==> config.mk <==
export PLATFORM = sky130hd
export DESIGN_NAME = ddpp_top
export DESIGN_NICKNAME = d
export VERILOG_FILES = /design/src/pkg/ddpp_pkg.sv /design/src/hdl/ddpp_ramp.sv /design/src/hdl/ddpp_buf.sv /design/src/hdl/ddpp_top.sv
export SDC_FILE = /design/constraint.sdc
export NUM_CORES = 2
export LEC_CHECK = 0
export BUFFER_PORTS_ARGS = -buffer_cell sky130_fd_sc_hd__buf_2
export CORE_MARGIN = 2
export CORE_UTILIZATION = 45
export CTS_CLUSTER_SIZE = 28
export DETAILED_ROUTE_END_ITERATION = 10
export PLACE_DENSITY = 0.59
export SYNTH_ARGS = -nofsm -noshare
export SYNTH_HDL_FRONTEND = slang
export SYNTH_HIERARCHICAL = 1
export SYNTH_SLANG_ARGS = --single-unit
==> constraint.sdc <==
create_clock -name clk -period 17.75 [get_ports clk]
set_input_delay 0.8875 -clock clk [delete_from_list [all_inputs] [get_ports clk]]
set_output_delay 0.8875 -clock clk [all_outputs]
set_load 0.03 [all_outputs]
==> src/pkg/ddpp_pkg.sv <==
// constants, field layout and carrier types of the converter post-processing block
`default_nettype none
package ddpp_pkg;
  localparam int CLK_HZ = 40_000_000;
  localparam int FS_HZ  = 48_000;
  localparam int FS_DIV = CLK_HZ / FS_HZ;
  localparam int RAMP_FAST_DIV = 2;
  localparam int RAMP_SLOW_DIV = 32;

  localparam logic [7:0] REG_BIAS = 8'h08;
  localparam logic [7:0] REG_DIG  = 8'h21;
  localparam logic [7:0] REG_VOL  = 8'h22;
  localparam logic [7:0] REG_ENA  = 8'h23;
  localparam logic [7:0] REG_STAT = 8'h24;

  localparam int DIG_MONO_BIT   = 12;
  localparam int DIG_SBF_BIT    = 11;
  localparam int DIG_RATE_BIT   = 10;
  localparam int DIG_MODE_BIT   = 9;
  localparam int DIG_MUTE_BIT   = 3;
  localparam int DIG_DEEMPHASIS_RATE_SELECT_LSB = 1;
  localparam int DIG_OSR_BIT    = 0;
  localparam int BIAS_BOOST_BIT = 5;
  localparam int BIAS_SEL_LSB   = 3;
  localparam int BIAS_VMID_LSB  = 1;
  localparam int VOL_LEFT_LSB   = 0;
  localparam int VOL_RIGHT_LSB  = 8;
  localparam int ENA_LEFT_BIT   = 1;
  localparam int ENA_RIGHT_BIT  = 0;

  localparam logic [15:0] DIG_RST  = 16'h0000;
  localparam logic [15:0] BIAS_RST = 16'h0000;
  localparam logic [15:0] VOL_RST  = 16'hc0c0;
  localparam logic [15:0] ENA_RST  = 16'h0003;
  localparam logic [7:0]  VOL_UNITY = 8'hc0;
  localparam logic [7:0]  VOL_SILENT = 8'h00;

  // per-mille of normal bias for select codes 00, 01, 10, 11
  localparam logic [11:0] BIAS_PERMILLE [4] = '{12'h3e8, 12'h1f4, 12'h294, 12'h2ee};
  // gain of 0..15 steps of 0.375 dB as a 16-bit fraction; each 16 steps is one more halving
  localparam logic [15:0] GAIN_MANT [16] = '{16'hffff, 16'hf52f, 16'head2, 16'he0e7, 16'hd766, 16'hce4c,
                                             16'hc594, 16'hbd3a, 16'hb53c, 16'had93, 16'ha63d, 16'h9f37,
                                             16'h987d, 16'h920b, 16'h8be0, 16'h85f7};

  typedef struct packed {
    logic signed [15:0] left;
    logic signed [15:0] right;
  } ddpp_sample_t;

  typedef struct packed {
    logic       boost;
    logic [1:0] converter_bias_level;
    logic [1:0] midrail_buffer_bias_level;
  } ddpp_bias_t;
endpackage : ddpp_pkg
`default_nettype wire

==> src/hdl/ddpp_ramp.sv <==
// one channel of soft mute volume ramping
`default_nettype none
module ddpp_ramp #(
  parameter logic [7:0] RST_CODE = ddpp_pkg::VOL_UNITY
) (
  input  wire logic       clk,                // system clock
  input  wire logic       rst_n,              // async reset, low
  input  wire logic       tick,               // ramp step enable
  input  wire logic       mute,               // soft mute control
  input  wire logic       unmute_ramp_select, // ramp on un-mute
  input  wire logic [7:0] target,             // programmed volume
  output logic      [7:0] applied             // volume in use
);
  typedef struct packed {
    logic [7:0] code;
  } ddpp_ramp_st_t;

  ddpp_ramp_st_t s_q;
  ddpp_ramp_st_t s_d;

  always_comb begin
    s_d = s_q;
    if (mute) begin
      if (tick && s_q.code != ddpp_pkg::VOL_SILENT) begin
        s_d.code = s_q.code - 8'h01;
      end
    end else if (!unmute_ramp_select) begin
      s_d.code = target;
    end else if (tick && s_q.code < target) begin
      s_d.code = s_q.code + 8'h01;
    end else if (tick && s_q.code > target) begin
      s_d.code = s_q.code - 8'h01;
    end
  end

  always_ff @(posedge clk or negedge rst_n) begin
    if (!rst_n) begin
      s_q.code <= RST_CODE;
    end else begin
      s_q <= s_d;
    end
  end

  assign applied = s_q.code;
endmodule : ddpp_ramp
`default_nettype wire

==> src/hdl/ddpp_buf.sv <==
// small fifo holding processed sample pairs toward the converter
`default_nettype none
module ddpp_buf #(
  parameter int W     = 32,
  parameter int DEPTH = 2
) (
  input  wire logic         clk,       // system clock
  input  wire logic         rst_n,     // async reset, low
  input  wire logic         in_valid,  // word offered
  output logic              in_ready,  // room for a word
  input  wire logic [W-1:0] in_data,   // word in
  output logic              out_valid, // word held
  input  wire logic         out_ready, // receiver takes word
  output logic      [W-1:0] out_data   // oldest word
);
  localparam int AW = (DEPTH > 1) ? $clog2(DEPTH) : 1;

  typedef struct packed {
    logic [DEPTH-1:0][W-1:0] mem;
    logic [AW-1:0]           wr_ptr;
    logic [AW-1:0]           rd_ptr;
    logic [AW:0]             count;
  } ddpp_buf_st_t;

  ddpp_buf_st_t s_q;
  ddpp_buf_st_t s_d;
  logic         push;
  logic         pop;

  assign in_ready  = (s_q.count != (AW+1)'(DEPTH));
  assign out_valid = (s_q.count != '0);
  assign out_data  = s_q.mem[s_q.rd_ptr];
  assign push      = in_valid && in_ready;
  assign pop       = out_valid && out_ready;

  always_comb begin
    s_d = s_q;
    if (push) begin
      s_d.mem[s_q.wr_ptr] = in_data;
      s_d.wr_ptr = (s_q.wr_ptr == AW'(DEPTH-1)) ? '0 : s_q.wr_ptr + AW'(1);
    end
    if (pop) begin
      s_d.rd_ptr = (s_q.rd_ptr == AW'(DEPTH-1)) ? '0 : s_q.rd_ptr + AW'(1);
    end
    case ({push, pop})
      2'b10:   s_d.count = s_q.count + (AW+1)'(1);
      2'b01:   s_d.count = s_q.count - (AW+1)'(1);
      default: s_d.count = s_q.count;
    endcase
  end

  always_ff @(posedge clk or negedge rst_n) begin
    if (!rst_n) begin
      s_q <= '0;
    end else begin
      s_q <= s_d;
    end
  end
endmodule : ddpp_buf
`default_nettype wire

==> src/hdl/ddpp_top.sv <==
// converter post-processing: registers, soft mute, mono mix, gain and control outputs
//
// The implementer's own choice: the address-and-strobe port.
`default_nettype none
module ddpp_top #(
  parameter int FS_DIV = ddpp_pkg::FS_DIV
) (
  input  wire logic                 clk,                      // 40 MHz system clock
  input  wire logic                 rst_n,                    // async reset, low
  input  wire logic [7:0]           reg_addr,                 // register address
  input  wire logic [15:0]          reg_wdata,                // write data
  input  wire logic                 reg_wr,                   // write strobe
  input  wire logic                 reg_rd,                   // read strobe
  output logic      [15:0]          reg_rdata,                // read data, cycle after strobe
  input  wire logic                 in_valid,                 // sample pair offered
  output logic                      in_ready,                 // room for a sample pair
  input  wire ddpp_pkg::ddpp_sample_t in_sample,              // incoming sample pair
  output logic                      out_valid,                // processed pair held
  input  wire logic                 out_ready,                // converter takes pair
  output ddpp_pkg::ddpp_sample_t    out_sample,               // processed pair
  output logic      [1:0]           deemphasis_rate_select,   // de-emphasis to converter
  output logic                      sloping_filter_select,    // filter type to converter
  output logic                      oversample_select,        // oversampling to converter
  output ddpp_pkg::ddpp_bias_t      bias_ctrl,                // bias fields to converter
  output logic      [11:0]          converter_bias_permille,  // effective converter bias
  output logic      [11:0]          midrail_bias_permille     // effective midrail bias
);
  typedef struct packed {
    logic [15:0] bias;
    logic [15:0] dig;
    logic [15:0] vol;
    logic [15:0] ena;
    logic [15:0] rdata;
    logic [9:0]  fs_cnt;
    logic [4:0]  ramp_cnt;
  } ddpp_top_st_t;

  ddpp_top_st_t           s_q;
  ddpp_top_st_t           s_d;
  logic                   fs_tick;
  logic                   ramp_tick;
  logic                   mute;
  logic                   left_converter_enable;
  logic                   right_converter_enable;
  logic                   mono_active;
  logic [1:0][7:0]        target;
  logic [1:0][7:0]        applied;
  logic signed [16:0]     mono_sum;
  logic signed [15:0]     mono_mix;
  ddpp_pkg::ddpp_sample_t routed;
  ddpp_pkg::ddpp_sample_t scaled;

  function automatic logic signed [15:0] ddpp_gain(input logic signed [15:0] smp, input logic [7:0] code);
    logic [7:0]         att;
    logic signed [32:0] prod;
    logic signed [32:0] shd;
    att  = (code >= ddpp_pkg::VOL_UNITY) ? 8'h00 : ddpp_pkg::VOL_UNITY - code;
    prod = 33'(smp) * $signed({17'h00000, ddpp_pkg::GAIN_MANT[att[3:0]]});
    shd  = prod >>> (16 + int'(att[7:4]));
    return (code == ddpp_pkg::VOL_SILENT) ? 16'sh0000 : shd[15:0];
  endfunction : ddpp_gain

  assign mute                   = s_q.dig[ddpp_pkg::DIG_MUTE_BIT];
  assign left_converter_enable  = s_q.ena[ddpp_pkg::ENA_LEFT_BIT];
  assign right_converter_enable = s_q.ena[ddpp_pkg::ENA_RIGHT_BIT];
  assign target[0] = s_q.vol[ddpp_pkg::VOL_LEFT_LSB +: 8];
  assign target[1] = s_q.vol[ddpp_pkg::VOL_RIGHT_LSB +: 8];

  // fs enable from the system clock, then fs/2 or fs/32 for the volume steps
  assign fs_tick   = (s_q.fs_cnt == 10'(FS_DIV - 1));
  assign ramp_tick = fs_tick && (s_q.dig[ddpp_pkg::DIG_RATE_BIT]
                     ? (s_q.ramp_cnt == 5'(ddpp_pkg::RAMP_SLOW_DIV - 1))
                     : (s_q.ramp_cnt[0] == 1'(ddpp_pkg::RAMP_FAST_DIV - 1)));

  genvar ch;
  generate
    for (ch = 0; ch < 2; ch++) begin : g_ramp
      ddpp_ramp #(
        .RST_CODE (ddpp_pkg::VOL_UNITY)
      ) u_ramp (
        .clk                (clk),
        .rst_n              (rst_n),
        .tick               (ramp_tick),
        .mute               (mute),
        .unmute_ramp_select (s_q.dig[ddpp_pkg::DIG_MODE_BIT]),
        .target             (target[ch]),
        .applied            (applied[ch])
      );
    end
  endgenerate

  // halving the sum is the fixed 6 dB drop that keeps a full-scale pair from clipping
  assign mono_sum    = {in_sample.left[15], in_sample.left} + {in_sample.right[15], in_sample.right};
  assign mono_mix    = mono_sum[16:1];
  assign mono_active = s_q.dig[ddpp_pkg::DIG_MONO_BIT]
                       && (left_converter_enable ^ right_converter_enable);

  always_comb begin
    routed.left  = 16'sh0000;
    routed.right = 16'sh0000;
    if (left_converter_enable) begin
      routed.left = mono_active ? mono_mix : in_sample.left;
    end
    if (right_converter_enable) begin
      routed.right = mono_active ? mono_mix : in_sample.right;
    end
    scaled.left  = ddpp_gain(routed.left, applied[0]);
    scaled.right = ddpp_gain(routed.right, applied[1]);
  end

  ddpp_buf #(
    .W     ($bits(ddpp_pkg::ddpp_sample_t)),
    .DEPTH (2)
  ) u_buf (
    .clk       (clk),
    .rst_n     (rst_n),
    .in_valid  (in_valid),
    .in_ready  (in_ready),
    .in_data   (scaled),
    .out_valid (out_valid),
    .out_ready (out_ready),
    .out_data  (out_sample)
  );

  always_comb begin
    s_d = s_q;
    s_d.fs_cnt = fs_tick ? 10'h000 : s_q.fs_cnt + 10'h001;
    if (fs_tick) begin
      s_d.ramp_cnt = s_q.ramp_cnt + 5'h01;
    end
    if (reg_wr) begin
      case (reg_addr)
        ddpp_pkg::REG_BIAS: s_d.bias = reg_wdata;
        ddpp_pkg::REG_DIG:  s_d.dig  = reg_wdata;
        ddpp_pkg::REG_VOL:  s_d.vol  = reg_wdata;
        ddpp_pkg::REG_ENA:  s_d.ena  = reg_wdata;
        default:            s_d.dig  = s_q.dig;
      endcase
    end
    s_d.rdata = 16'h0000;
    if (reg_rd) begin
      case (reg_addr)
        ddpp_pkg::REG_BIAS: s_d.rdata = s_q.bias;
        ddpp_pkg::REG_DIG:  s_d.rdata = s_q.dig;
        ddpp_pkg::REG_VOL:  s_d.rdata = s_q.vol;
        ddpp_pkg::REG_ENA:  s_d.rdata = s_q.ena;
        ddpp_pkg::REG_STAT: s_d.rdata = {applied[1], applied[0]};
        default:            s_d.rdata = 16'h0000;
      endcase
    end
  end

  always_ff @(posedge clk or negedge rst_n) begin
    if (!rst_n) begin
      s_q.bias     <= ddpp_pkg::BIAS_RST;
      s_q.dig      <= ddpp_pkg::DIG_RST;
      s_q.vol      <= ddpp_pkg::VOL_RST;
      s_q.ena      <= ddpp_pkg::ENA_RST;
      s_q.rdata    <= 16'h0000;
      s_q.fs_cnt   <= 10'h000;
      s_q.ramp_cnt <= 5'h00;
    end else begin
      s_q <= s_d;
    end
  end

  assign reg_rdata              = s_q.rdata;
  assign deemphasis_rate_select = s_q.dig[ddpp_pkg::DIG_DEEMPHASIS_RATE_SELECT_LSB +: 2];
  assign sloping_filter_select  = s_q.dig[ddpp_pkg::DIG_SBF_BIT];
  assign oversample_select      = s_q.dig[ddpp_pkg::DIG_OSR_BIT];
  assign bias_ctrl.boost                     = s_q.bias[ddpp_pkg::BIAS_BOOST_BIT];
  assign bias_ctrl.converter_bias_level      = s_q.bias[ddpp_pkg::BIAS_SEL_LSB +: 2];
  assign bias_ctrl.midrail_buffer_bias_level = s_q.bias[ddpp_pkg::BIAS_VMID_LSB +: 2];
  // boost doubles whichever reduced level is chosen, it does not replace it
  assign converter_bias_permille = ddpp_pkg::BIAS_PERMILLE[bias_ctrl.converter_bias_level]
                                   << bias_ctrl.boost;
  assign midrail_bias_permille   = ddpp_pkg::BIAS_PERMILLE[bias_ctrl.midrail_buffer_bias_level]
                                   << bias_ctrl.boost;
endmodule : ddpp_top
`default_nettype wire

==> out/metrics.yaml <==
sta:
  fin_crit_ps: 10470
  setup_viol: 0
  rsz0062_at_grt: "no"
  hold_viol: 0
  fin_crit_sh: 0.590
  finClkSkew_ps: 19.4
  maxSlewViolCount: 0
  hold_slack_ps: 440
  worst_pin_slew_ps: 1160
  tns_ps: 0
  max_freq_mhz: 95.5
  slew_headroom: 0.226
clock_network:
  cts_tree: "done"
  clockRootBuffer: "clkbuf_16"
  cts.clk_slew.worst_paths_ps: 80
  postCtsSetupRepairBufs: 0
  cts_sinks: 179
  clk_latency_ps: 500
  clockBufferDepth: 2
  postCtsHoldBufs: 0
  cts_inserted_buffers: 17
  htreeDepth: 4
  cts_resized: 0
logic_synthesis:
  synth_edf_count: 0
  yosys.area_share.xor_xnor: 0.0228
  synth_compound_area_frac: 0.136
  ys_seq_elements: 179
  async_reset_ff_frac: 1.00
  synth_top_area_share: 0.245
  synthTopCellsByArea: "fa_1 25%, dfrtp_1 13%, ha_1 11%"
  synth_area_sq_mm: 0.0318
  syn_avg_cell_area_sq_um: 8.64
  synth_fa_ha_area_frac: 0.359
  synth_flop_cell: "dfrtp_1"
  synth_top_family_by_area: "adder cells"
  synth_cells: 3678
  synth_mux_area_frac: 0.0797
  synth-warning-count: 6
  seq_area_frac_synth: 0.141
  synth_simple_gate_area_frac: 0.163
  synth_top_cell_by_area: "fa_1"
  synth_cell_types: 110
power_and_ir_drop:
  finalPower_mw: 3.11
  internal-power_mw: 1.39
  swShare: 0.552
  p_per_area_mw_per_mm2: 92.0
  pwr-share-comb: 0.693
  peakVddDrop_uv: 77.9
  power_leakage_nw: 17.2
  p_clk_frac: 0.127
  p_switching_mw: 1.72
  power.share.sequential: 0.180
critical_path:
  path_common_cell: "fa_1"
  cpPeakStageDelay_ps: 600
  critPathRequiredTime_ps: 18170
  critPathSlowestCell: "fa_1"
  critPathArrivalTime_ps: 10900
  cp_max_fo: 10
  worst_setup_path_end_kind: "flip-flop"
  startpoint_type: "input pin"
  crit_type: "in -> reg"
routing:
  wl_per_cell_um: 20.7
  vias: 26600
  drtPass1Iterations: 6
  ant_nets: 0
  wl_mm: 96.7
  via_per_inst: 5.70
  dr.first_iter.drc_count: 1853
  drc: 0
finish:
  n_fill_cell: 6889
  layout_commonest_cell: "inv_1"
  final_nets: 4450
  syn2layout_area_growth_pct: 6.23
  final_cell_mix: "552 x inv_1, 491 x nand2_1, 389 x fa_1"
  drive_gt1_frac: 0.130
min_path:
  hold_class: "in -> async"
global_route:
  grtUsageTotal: 0.272
  grt_antenna_before_repair: 10
  grt_max_degree: 107
  globalRouteOverflowTotal: 0
  grt_first_pass_wirelength_mm: 155
  grt_pass1_vias: 27400
die:
  die_w_um: 270
  ioPinCount: 145
  initial_core_util: 0.454
  core-area_sq_mm: 0.0700
  rows: 97
  dieArea_sq_mm: 0.0728
  fp.dieH_um: 270
placement:
  place_congestion: 0.983
  io_buffers: 140
  place_hpwl_mm: 76.4
outcome:
  status: "complete, no violations"
job:
  max_cap_violations: 0
## logic make-up (layout without fill, tap and decap cells)
family / Yosys count / after routing
fa+ha+maj: 679 / 679
flops: 179 / 179
simple gates: 1156 / 1156
other cells: 1 / 13
compound gates: 625 / 625
buf+inv: 750 / 791
xor+xnor: 81 / 81
mux: 207 / 207
## cell usage after synthesis (17+ instances only)
cell / n
a211oi_1: 36
mux2_4: 60
a31oi_1: 35
mux2i_1: 28
xor2_1: 29
a22oi_1: 21
dfrtp_1: 169
a21oi_1: 141
xnor2_1: 50
buf_4: 29
buf_2: 18
o211ai_1: 23
o21ai_0: 102
clkbuf_1: 121
mux2_2: 116
nand2_1: 491
nand3_1: 60
a221oi_1: 17
nand4_1: 26
fa_1: 389
nor3_1: 67
inv_1: 552
nor2b_1: 19
and3_1: 17
or3_1: 32
nor2_1: 320
and2_1: 31
ha_1: 290
a21o_1: 49
## metal layers
metal	part of all wire	vias to the layer above	wire length (um)	track usage
li1	-	12300	-	-
met1	0.41	13300	40100	0.351
met5	0	-	0	0
met3	0.068	197	6580	0.0420
met4	0.049	0	4700	0.131
met2	0.47	893	45400	0.448
## state kept, by name, indices dropped and copies added, names as in the netlist
signal / count
bias_ctrl: 5
deemphasis_rate_select: 2
g_ramp.u_ramp/applied: 16
left_converter_enable: 1
mute: 1
oversample_select: 1
reg_rdata: 16
right_converter_enable: 1
s_q: 51
sloping_filter_select: 1
target: 16
u_buf/s_q: 68
## area by class of cell
class	count	area, sq um	share of cell area
multi-input combinational	2752	24200	0.718
sequential	179	4490	0.133
inverter	566	2120	0.0629
tap	940	1180	0.0348
timing repair buffer	193	1110	0.0328
clock buffer	18	439	0.0130
clock inverter	14	159	0.00471
antenna	9	22.5	0.000667
## power groups by stage
stage	clock network, mW	registers, mW	logic (mW)
2_1_floorplan	0	0.521	1.51
3_3_place_gp	0	0.563	2.12
3_5_place_dp	0	0.563	2.11
4_1_cts	0.405	0.557	2.13
5_1_grt	0.421	0.568	2.33
6_report	0.395	0.558	2.15
## metrics by stage
step	utilization	setup WS (ps)	cell area, sq um	cells
2_1_floorplan	-	8120	31800	3681
3_3_place_gp	0.473	6950	33100	4630
4_1_cts	0.482	7360	33700	4662
5_1_grt	0.482	6680	33800	4671
6_report	0.482	7280	33800	4671
3_5_place_dp	0.473	6880	33100	4630
## critical path: cells and delay by family
kind	cells	cell delay [ps]
AO/OA/AOI/OAI	14	3400
multiplexers	3	730
buffers and inverters	5	590
adder cells (fa/ha/maj)	8	3730
AND/OR/NAND/NOR	4	1560
## worst paths after layout
kind | cells after the start | end | from | slack, ps
worst max-delay path | 34 | u_buf/s_q[54] | in_sample[1] | 7280
worst min-delay path | 1 | s_q[2] | rst_n | 440
min in group clk | 1 | s_q[3] | s_q[3] | 470
worst max register to register | 29 | u_buf/s_q[54] | g_ramp[0].u_ramp/applied[6] | 7400
worst min register to register | 1 | s_q[3] | s_q[3] | 470
max in group asynchronous | 2 | reg_rdata[0] | rst_n | 15770
Note: power is estimated with default switching activity, not from simulation.
